===== src/pkg/adc_port_pkg.sv =====
// constants and types shared by the converter host port
package adc_port_pkg;

   // ========================================================
   // register indexes (byte address is four times the index)
   localparam logic [29:0] IDX_STATUS   = 30'h1080_0000;
   localparam logic [29:0] IDX_CONTROL  = 30'h10f0_0000;
   localparam logic [29:0] IDX_RES_LOW  = 30'h10f0_0000;
   localparam logic [29:0] IDX_RES_HIGH = 30'h10f0_0001;
   localparam logic [29:0] IDX_OPTION   = 30'h2240_0000;

   // ========================================================
   // field positions
   localparam int STATUS_BUSY_BIT = 7;
   localparam int OPTION_FIT_BIT  = 0;
   localparam int RES_BITS        = 12;

   // ========================================================
   // values after reset
   localparam logic [2:0]  MODE_RESET   = 3'h2;
   localparam logic [15:0] RESULT_RESET = 16'h0000;
   localparam logic [11:0] CODE_RESET   = 12'h000;

   // ========================================================
   // timing
   localparam int CLK_PERIOD_NS   = 20;
   localparam int CONV_TIME_NS    = 12000;
   localparam int CONV_CYC        = CONV_TIME_NS / CLK_PERIOD_NS;
   localparam int BIT_CYC         = CONV_CYC / RES_BITS;
   localparam int SAMPLE_RATE_MAX = 60000;
   localparam int SAMPLE_CYC      = 1000000000 / CLK_PERIOD_NS
                                    / SAMPLE_RATE_MAX;
   localparam logic [5:0] BIT_LAST = 6'(BIT_CYC - 1);

   // ========================================================
   // control byte layout
   typedef struct packed {
      logic [2:0] mode;
      logic       span_10v;
      logic       bipolar;
      logic [2:0] channel;
   } ctrl_t;

   // avalon request bundle
   typedef struct packed {
      logic [31:0] address;
      logic        read;
      logic        write;
      logic [31:0] writedata;
      logic [3:0]  byteenable;
   } avs_req_t;

endpackage : adc_port_pkg


===== src/verilog/octal_adc_host_port.sv =====
// host port for an eight-channel 12-bit converter, avalon slave
// Operation
// - a control write with byte lane 0 enabled starts one conversion
// - low three bits select channel 0..7
// - bit 3 chooses unipolar or bipolar
// - bit 4 chooses 5 V or 10 V span
// - conversion finishes within twelve microseconds
// - status bit 7 low when conversion done
// - byte reads give result low, high bytes
// - word read at base gives whole result
// - unipolar result straight binary, top nibble zero
// - bipolar result two's complement, sign extended
// - option bit 0 shows converter fitted
// - back-to-back conversions up to 60000 per second
`timescale 1ns/1ps
`default_nettype none

module octal_adc_host_port (
   // clock and reset
   input  wire logic        clk_sys,
   input  wire logic        sys_rst,
   // avalon-mm slave
   input  wire logic [31:0] avs_address,
   input  wire logic        avs_read,
   input  wire logic        avs_write,
   input  wire logic [31:0] avs_writedata,
   input  wire logic [3:0]  avs_byteenable,
   output logic [31:0]      avs_readdata,
   output logic             avs_waitrequest,
   // analog front end
   output logic [2:0]       afe_channel,
   output logic             afe_bipolar,
   output logic             afe_span_10v,
   output logic [11:0]      afe_dac_code,
   input  wire logic        afe_cmp_above,
   // board straps
   input  wire logic        option_fitted
);

   // ========================================================
   // declarations
   adc_port_pkg::avs_req_t req;
   adc_port_pkg::ctrl_t    cfg_ff;
   logic        wait_ff;
   logic [31:0] rdata_ff;
   logic [31:0] nxt_rdata;
   logic        busy_ff;
   logic        fitted_ff;
   logic [15:0] result_ff;
   logic        start_pulse;
   logic        seq_done;
   logic [11:0] seq_code;
   logic [11:0] dac_code;
   logic        wr_take;
   logic [9:0]  busy_cnt;

   // ========================================================
   // address decode: word aligned index match
   function automatic logic hit(input logic [31:0] addr,
                                input logic [29:0] idx);
      hit = (addr[1:0] == 2'h0) && (addr[31:2] == idx);
   endfunction : hit

   // result formatting by polarity
   function automatic logic [15:0] fmt_result(input logic [11:0] code,
                                              input logic bipolar);
      logic [11:0] tc;
      tc = {~code[11], code[10:0]};
      if (bipolar) begin
         fmt_result = {{4{tc[11]}}, tc};
      end else begin
         fmt_result = {4'h0, code};
      end
   endfunction : fmt_result

   // bundle the bus inputs
   assign req.address    = avs_address;
   assign req.read       = avs_read;
   assign req.write      = avs_write;
   assign req.writedata  = avs_writedata;
   assign req.byteenable = avs_byteenable;

   // ========================================================
   // bus handshake
   // waitrequest is high idle and drops for one cycle per request
   always_ff @(posedge clk_sys or posedge sys_rst) begin
      if (sys_rst) begin
         wait_ff <= 1'b1;
      end else if (!wait_ff) begin
         wait_ff <= 1'b1;
      end else if (req.read || req.write) begin
         wait_ff <= 1'b0;
      end
   end

   // write takes effect at the edge where waitrequest is seen low
   assign wr_take = req.write && !wait_ff;
   assign start_pulse = wr_take && req.byteenable[0] &&
                        hit(req.address, adc_port_pkg::IDX_CONTROL);

   // ========================================================
   // read data mux, unmapped locations read zero
   always_comb begin
      nxt_rdata = 32'h0000_0000;
      if (hit(req.address, adc_port_pkg::IDX_RES_LOW)) begin
         nxt_rdata = {16'h0000, result_ff};
      end else if (hit(req.address, adc_port_pkg::IDX_RES_HIGH)) begin
         nxt_rdata = {24'h00_0000, result_ff[15:8]};
      end else if (hit(req.address, adc_port_pkg::IDX_STATUS)) begin
         nxt_rdata[adc_port_pkg::STATUS_BUSY_BIT] = busy_ff;
      end else if (hit(req.address, adc_port_pkg::IDX_OPTION)) begin
         nxt_rdata[adc_port_pkg::OPTION_FIT_BIT]  = fitted_ff;
         nxt_rdata[adc_port_pkg::STATUS_BUSY_BIT] = busy_ff;
      end
   end

   // read data is captured as waitrequest drops
   always_ff @(posedge clk_sys or posedge sys_rst) begin
      if (sys_rst) begin
         rdata_ff <= 32'h0000_0000;
      end else if (wait_ff && req.read) begin
         rdata_ff <= nxt_rdata;
      end
   end

   // ========================================================
   // control byte, taken on every accepted control write with byte lane 0 enabled
   always_ff @(posedge clk_sys or posedge sys_rst) begin
      if (sys_rst) begin
         cfg_ff.mode     <= adc_port_pkg::MODE_RESET;
         cfg_ff.span_10v <= 1'b0;
         cfg_ff.bipolar  <= 1'b0;
         cfg_ff.channel  <= 3'h0;
      end else if (start_pulse) begin
         cfg_ff.channel  <= req.writedata[2:0];
         cfg_ff.bipolar  <= req.writedata[3];
         cfg_ff.span_10v <= req.writedata[4];
         cfg_ff.mode     <= req.writedata[7:5];
      end
   end

   // ========================================================
   // busy flag: start wins over completion in the same cycle
   always_ff @(posedge clk_sys or posedge sys_rst) begin
      if (sys_rst) begin
         busy_ff <= 1'b0;
      end else if (start_pulse) begin
         busy_ff <= 1'b1;
      end else if (seq_done) begin
         busy_ff <= 1'b0;
      end
   end

   // result store, old value stands until the new one is done
   always_ff @(posedge clk_sys or posedge sys_rst) begin
      if (sys_rst) begin
         result_ff <= adc_port_pkg::RESULT_RESET;
      end else if (seq_done && !start_pulse) begin
         result_ff <= fmt_result(seq_code, cfg_ff.bipolar);
      end
   end

   // option strap sampled each cycle after reset release
   always_ff @(posedge clk_sys or posedge sys_rst) begin
      if (sys_rst) begin
         fitted_ff <= 1'b0;
      end else begin
         fitted_ff <= option_fitted;
      end
   end

   // ========================================================
   // conversion sequencer
   sar_sequencer u_seq (
      .clk_sys   (clk_sys),
      .sys_rst   (sys_rst),
      .start     (start_pulse),
      .cmp_above (afe_cmp_above),
      .dac_code  (dac_code),
      .code_out  (seq_code),
      .done      (seq_done)
   );

   // ========================================================
   // outputs, all from flops
   assign avs_readdata    = rdata_ff;
   assign avs_waitrequest = wait_ff;
   assign afe_channel     = cfg_ff.channel;
   assign afe_bipolar     = cfg_ff.bipolar;
   assign afe_span_10v    = cfg_ff.span_10v;
   assign afe_dac_code    = dac_code;

   // ========================================================
   // checking helpers: cycles spent busy, cleared as the result lands
   always_ff @(posedge clk_sys or posedge sys_rst) begin
      if (sys_rst) begin
         busy_cnt <= 10'h000;
      end else if (start_pulse) begin
         busy_cnt <= 10'h001;
      end else if (busy_ff && !seq_done) begin
         busy_cnt <= busy_cnt + 10'h001;
      end else begin
         busy_cnt <= 10'h000;
      end
   end

   localparam int CONV_MAX   = adc_port_pkg::CONV_CYC + 1;
   localparam int SAMPLE_MAX = adc_port_pkg::SAMPLE_CYC;
endmodule : octal_adc_host_port

`default_nettype wire


===== src/verilog/sar_sequencer.sv =====
// successive approximation sequencer for one 12-bit conversion
`timescale 1ns/1ps
`default_nettype none

module sar_sequencer (
   // clock and reset
   input  wire logic        clk_sys,
   input  wire logic        sys_rst,
   // control
   input  wire logic        start,
   input  wire logic        cmp_above,
   // results
   output logic [11:0]      dac_code,
   output logic [11:0]      code_out,
   output logic             done
);

   typedef enum logic [0:0] {SEQ_IDLE, SEQ_CONVERT} seq_state_t;

   seq_state_t  state_ff;
   logic [5:0]  tick_ff;
   logic [3:0]  bit_idx_ff;
   logic [11:0] trial_ff;
   logic [11:0] nxt_trial;

   // ========================================================
   // keep the trial bit when the input sits above the dac level
   always_comb begin
      nxt_trial = trial_ff;
      if (!cmp_above) begin
         nxt_trial = trial_ff & ~(12'h001 << bit_idx_ff);
      end
   end

   // one bit decided every bit period, twelve periods in all
   always_ff @(posedge clk_sys or posedge sys_rst) begin
      if (sys_rst) begin
         state_ff   <= SEQ_IDLE;
         tick_ff    <= 6'h00;
         bit_idx_ff <= 4'h0;
         trial_ff   <= adc_port_pkg::CODE_RESET;
         code_out   <= adc_port_pkg::CODE_RESET;
         done       <= 1'b0;
      end else begin
         done <= 1'b0;
         if (start) begin // a new start aborts any conversion
            state_ff   <= SEQ_CONVERT;
            tick_ff    <= 6'h00;
            bit_idx_ff <= 4'hb;
            trial_ff   <= 12'h800;
         end else begin
            unique case (state_ff)
               SEQ_IDLE: begin
                  tick_ff <= 6'h00;
               end
               SEQ_CONVERT: begin
                  if (tick_ff == adc_port_pkg::BIT_LAST) begin
                     tick_ff <= 6'h00;
                     if (bit_idx_ff == 4'h0) begin
                        code_out <= nxt_trial;
                        trial_ff <= nxt_trial;
                        done     <= 1'b1;
                        state_ff <= SEQ_IDLE;
                     end else begin
                        trial_ff   <= nxt_trial |
                                      (12'h001 << (bit_idx_ff - 4'h1));
                        bit_idx_ff <= bit_idx_ff - 4'h1;
                     end
                  end else begin
                     tick_ff <= tick_ff + 6'h01;
                  end
               end
            endcase
         end
      end
   end

   assign dac_code = trial_ff;
endmodule : sar_sequencer

`default_nettype wire

===== config.mk =====
export PLATFORM = sky130hd
export DESIGN_NAME = octal_adc_host_port
export DESIGN_NICKNAME = d
export VERILOG_FILES = /design/src/pkg/adc_port_pkg.sv /design/src/verilog/octal_adc_host_port.sv /design/src/verilog/sar_sequencer.sv
export SDC_FILE = /design/constraint.sdc
export NUM_CORES = 1
export LEC_CHECK = 0
export BUFFER_PORTS_ARGS = -buffer_cell sky130_fd_sc_hd__clkbuf_2
export CORE_AREA = 5 5 81 102
export CTS_BUF_LIST = sky130_fd_sc_hd__clkbuf_4 sky130_fd_sc_hd__clkbuf_8 sky130_fd_sc_hd__clkbuf_16
export DETAILED_ROUTE_END_ITERATION = 16
export DIE_AREA = 0 0 86 107
export GPL_TIMING_DRIVEN = 0
export PLACE_DENSITY = 0.86
export SLEW_MARGIN = 20
export SYNTH_ARGS = -nofsm -noshare
export SYNTH_HDL_FRONTEND = slang
export SYNTH_SLANG_ARGS = --single-unit

===== constraint.sdc =====
create_clock -name clk_sys -period 2.59 [get_ports clk_sys]
set_input_delay 0.1295 -clock clk_sys [delete_from_list [all_inputs] [get_ports clk_sys]]
set_output_delay 0.1295 -clock clk_sys [all_outputs]
set_load 0.005 [all_outputs]

==> reports/metrics.cfg <==
[cts]
htree_levels = 3
cts_sinks = 70
path_clk_slew_ns = 0.08
cts_tree = done
cts-root-buf = clkbuf_8
cts_buffer_depth = 2
cts_made_buffers = 9
insertion_delay_ns = 0.35
post-cts-setup-buffers = 0

[timing]
fmax_mhz = 426
tns_ns = 0
timing.final.crit_share = 0.905
worst_pin_slew_ns = 0.839
finalCriticalPeriod_ns = 2.35
slew_headroom = 0.440
hold_violations = 0
slew_viol_final = 0
setup-violations-final = 0
rsz0062_at_grt = no
fin_skew_ns = 0.0109

[die]
die-height_microns = 107
core_area_sq_um = 7230
die_x_microns = 86
rows = 35
start_util = 0.485
ios = 124
dieArea_sq_um = 9200

[finish]
finalNetCount = 533
postLayoutCoreUtil = 0.601
drive_gt1_frac = 0.322
syn_to_final_growth_pct = 23.7
fill_cells = 619
n_antenna_cell = 0

[route]
wl_per_cell_microns = 14.4
vias = 2779
dr.pass1.iters = 5
antenna_left = 0
drc = 0
first_iter_violations = 121
viasPerCell = 5.07
wl_microns = 7900

[grt]
grt_pass1_vias = 2959
grt_first_pass_wirelength_microns = 13600
grt_util_all_layers = 0.189
grt_start_max_net_pins = 52
antenna_found_initial = 0
gr-total-overflow = 0

[power]
netSwitchingFraction = 0.245
intPower_w = 0.00152
p_leak_nw = 2.19
power.share.combinational = 0.059
p_switching_w = 0.000492
seqPwrFrac = 0.546
pwr-share-clk = 0.394
p_per_area_nw_per_um2 = 463
vdd_ir_drop_max_uv = 299

[worst_hold_path]
hp-class = input port to flip-flop

[placed_design]
dp.final_hpwl_microns = 6090
gp_congestion = 0.935
io_buffer_count = 77

[yosys]
synth_edf_count = 0
ys_ff_latch = 70
syn_area_sq_um = 3510
yosys.area.top_type = dfrtp_1
synthArstFlopShare = 1.00
netlist_top_cells_count = dfrtp_1, nand2_1, nor2_1, o21ai_0, buf_4
yosysMostFrequentCell = dfrtp_1
synthCells = 342
synthFlopType = dfrtp_1
ys_top_cells_by_area = dfrtp_1, nand2_1, mux2_4
synth.avg_cell_area_sq_um = 10.3
yosysWarnings = 0
synth_top_area_share = 0.492
yosysSeqAreaShare = 0.500
ys_types = 48

[critical_path]
cp.required_ns = 2.80
crit_path_start_kind = flip-flop
cp-end-kind = flip-flop
cp_max_fo = 10
critPathKind = flip-flop to flip-flop
crit_arrival_ns = 2.56

[run]
cap_violations = 0

[status]
status = complete, no violations

final cells by class:
type                       count  area [sq um]  share of cell area
buffer                        30           220              0.0507
sequential                    70          1750               0.404
clock buffer                  10           131              0.0303
multi-input combinational    246          1570               0.361
inverter                      11          43.8              0.0101
tap                           92           115              0.0265
clock inverter                 6          46.3              0.0107
timing repair buffer          83           463               0.107
critical path, stage by stage, from the launching register on:
cell	delay, ns
dfrtp_1	0.41
inv_1	0.15
ha_2	0.28
or3b_2	0.52
nor4_4	0.21
o41ai_2	0.18
clkbuf_1	0.25
nand2_1	0.11
o21ai_0	0.09
layout by cell type, fill, tap and decap left out, drive strengths merged, types with 8 or more instances in the layout:
cell and instances:
a22oi 12, buf 25, clkbuf 93, conb 16, dfrtp 69, ha 8
inv 12, mux2 17, mux2i 11, nand2 68, nor2 29, nor3 9
o21ai 23
worst paths after layout:
kind	cells after the start	startpoint	slack (ns)	endpoint
hold / removal	2	avs_writedata[3]	0.01	afe_bipolar$_DFFE_PP0N_
hold reg to reg	2	avs_readdata[5]$_DFFE_PP0P_	0.48	avs_readdata[5]$_DFFE_PP0P_
setup / recovery	8	u_seq.bit_idx_ff[0]$_DFFE_PP0P_	0.24	u_seq.code_out[6]$_DFFE_PP0P_
max in group asynchronous	4	sys_rst	1.75	avs_waitrequest$_DFF_PP1_
setup reg to reg	8	u_seq.bit_idx_ff[0]$_DFFE_PP0P_	0.24	u_seq.code_out[6]$_DFFE_PP0P_
min in group asynchronous	3	sys_rst	0.29	u_seq.tick_ff[3]$_DFF_PP0_
cells by family after synthesis:
kind of cell,Yosys count,share of synthesized area
xor+xnor,6,0.0150
buf+inv,41,0.0746
other cells,1,0.00107
compound gates,49,0.0913
flops,70,0.500
simple gates,139,0.192
fa+ha+maj,8,0.0285
mux,28,0.0978
power by group through the flow:
stage | clock network [W] | registers (W) | logic (W)
floorplan | 0 | 0.00112 | 0.0000579
global placement | 0 | 0.00112 | 0.000102
detailed placement | 0 | 0.00112 | 0.000111
CTS | 0.000808 | 0.00110 | 0.000119
global route | 0.000853 | 0.00110 | 0.000134
finish | 0.000792 | 0.00110 | 0.000119
through the flow:
step	power [W]	instances	instance area [sq um]	worst slack, ns	hold WS (ns)
3_3_place_gp	0.00122	526	4060	-0.0533	0.240
6_report	0.00201	548	4340	0.245	0.0113
5_1_grt	0.00209	548	4340	0.0241	0.00724
3_5_place_dp	0.00123	527	4090	-0.0838	0.0971
4_1_cts	0.00203	548	4330	0.113	0.00476
2_1_floorplan	0.00118	357	3560	0.0973	0.161
registers in the layout (all words and copies together), names as in the netlist:
register,flops
afe_channel,3
afe_span_10v,1
fitted_ff,1
afe_bipolar,1
result_ff,13
u_seq.code_out,12
busy_ff,1
avs_waitrequest,1
u_seq.tick_ff,6
u_seq.dac_code,12
u_seq.bit_idx_ff,4
u_seq.state_ff,1
avs_readdata,13
u_seq.done,1
per-layer routing:
metal	wire, microns	vias to the layer above	GRT usage
met4	220	0	0.0928
met1	2980	1315	0.202
met3	405	17	0.0438
met2	4290	75	0.343
met5	0	-	0
li1	-	1372	-
what timing repair did:
action	in CTS	in global routing
endpoints found under the hold margin	22	0
pin swaps	0	0
resized for setup	1	2
endpoints found under the setup margin	10	10
hold buffers	5	0
Note: power is estimated with default switching activity, not from simulation.
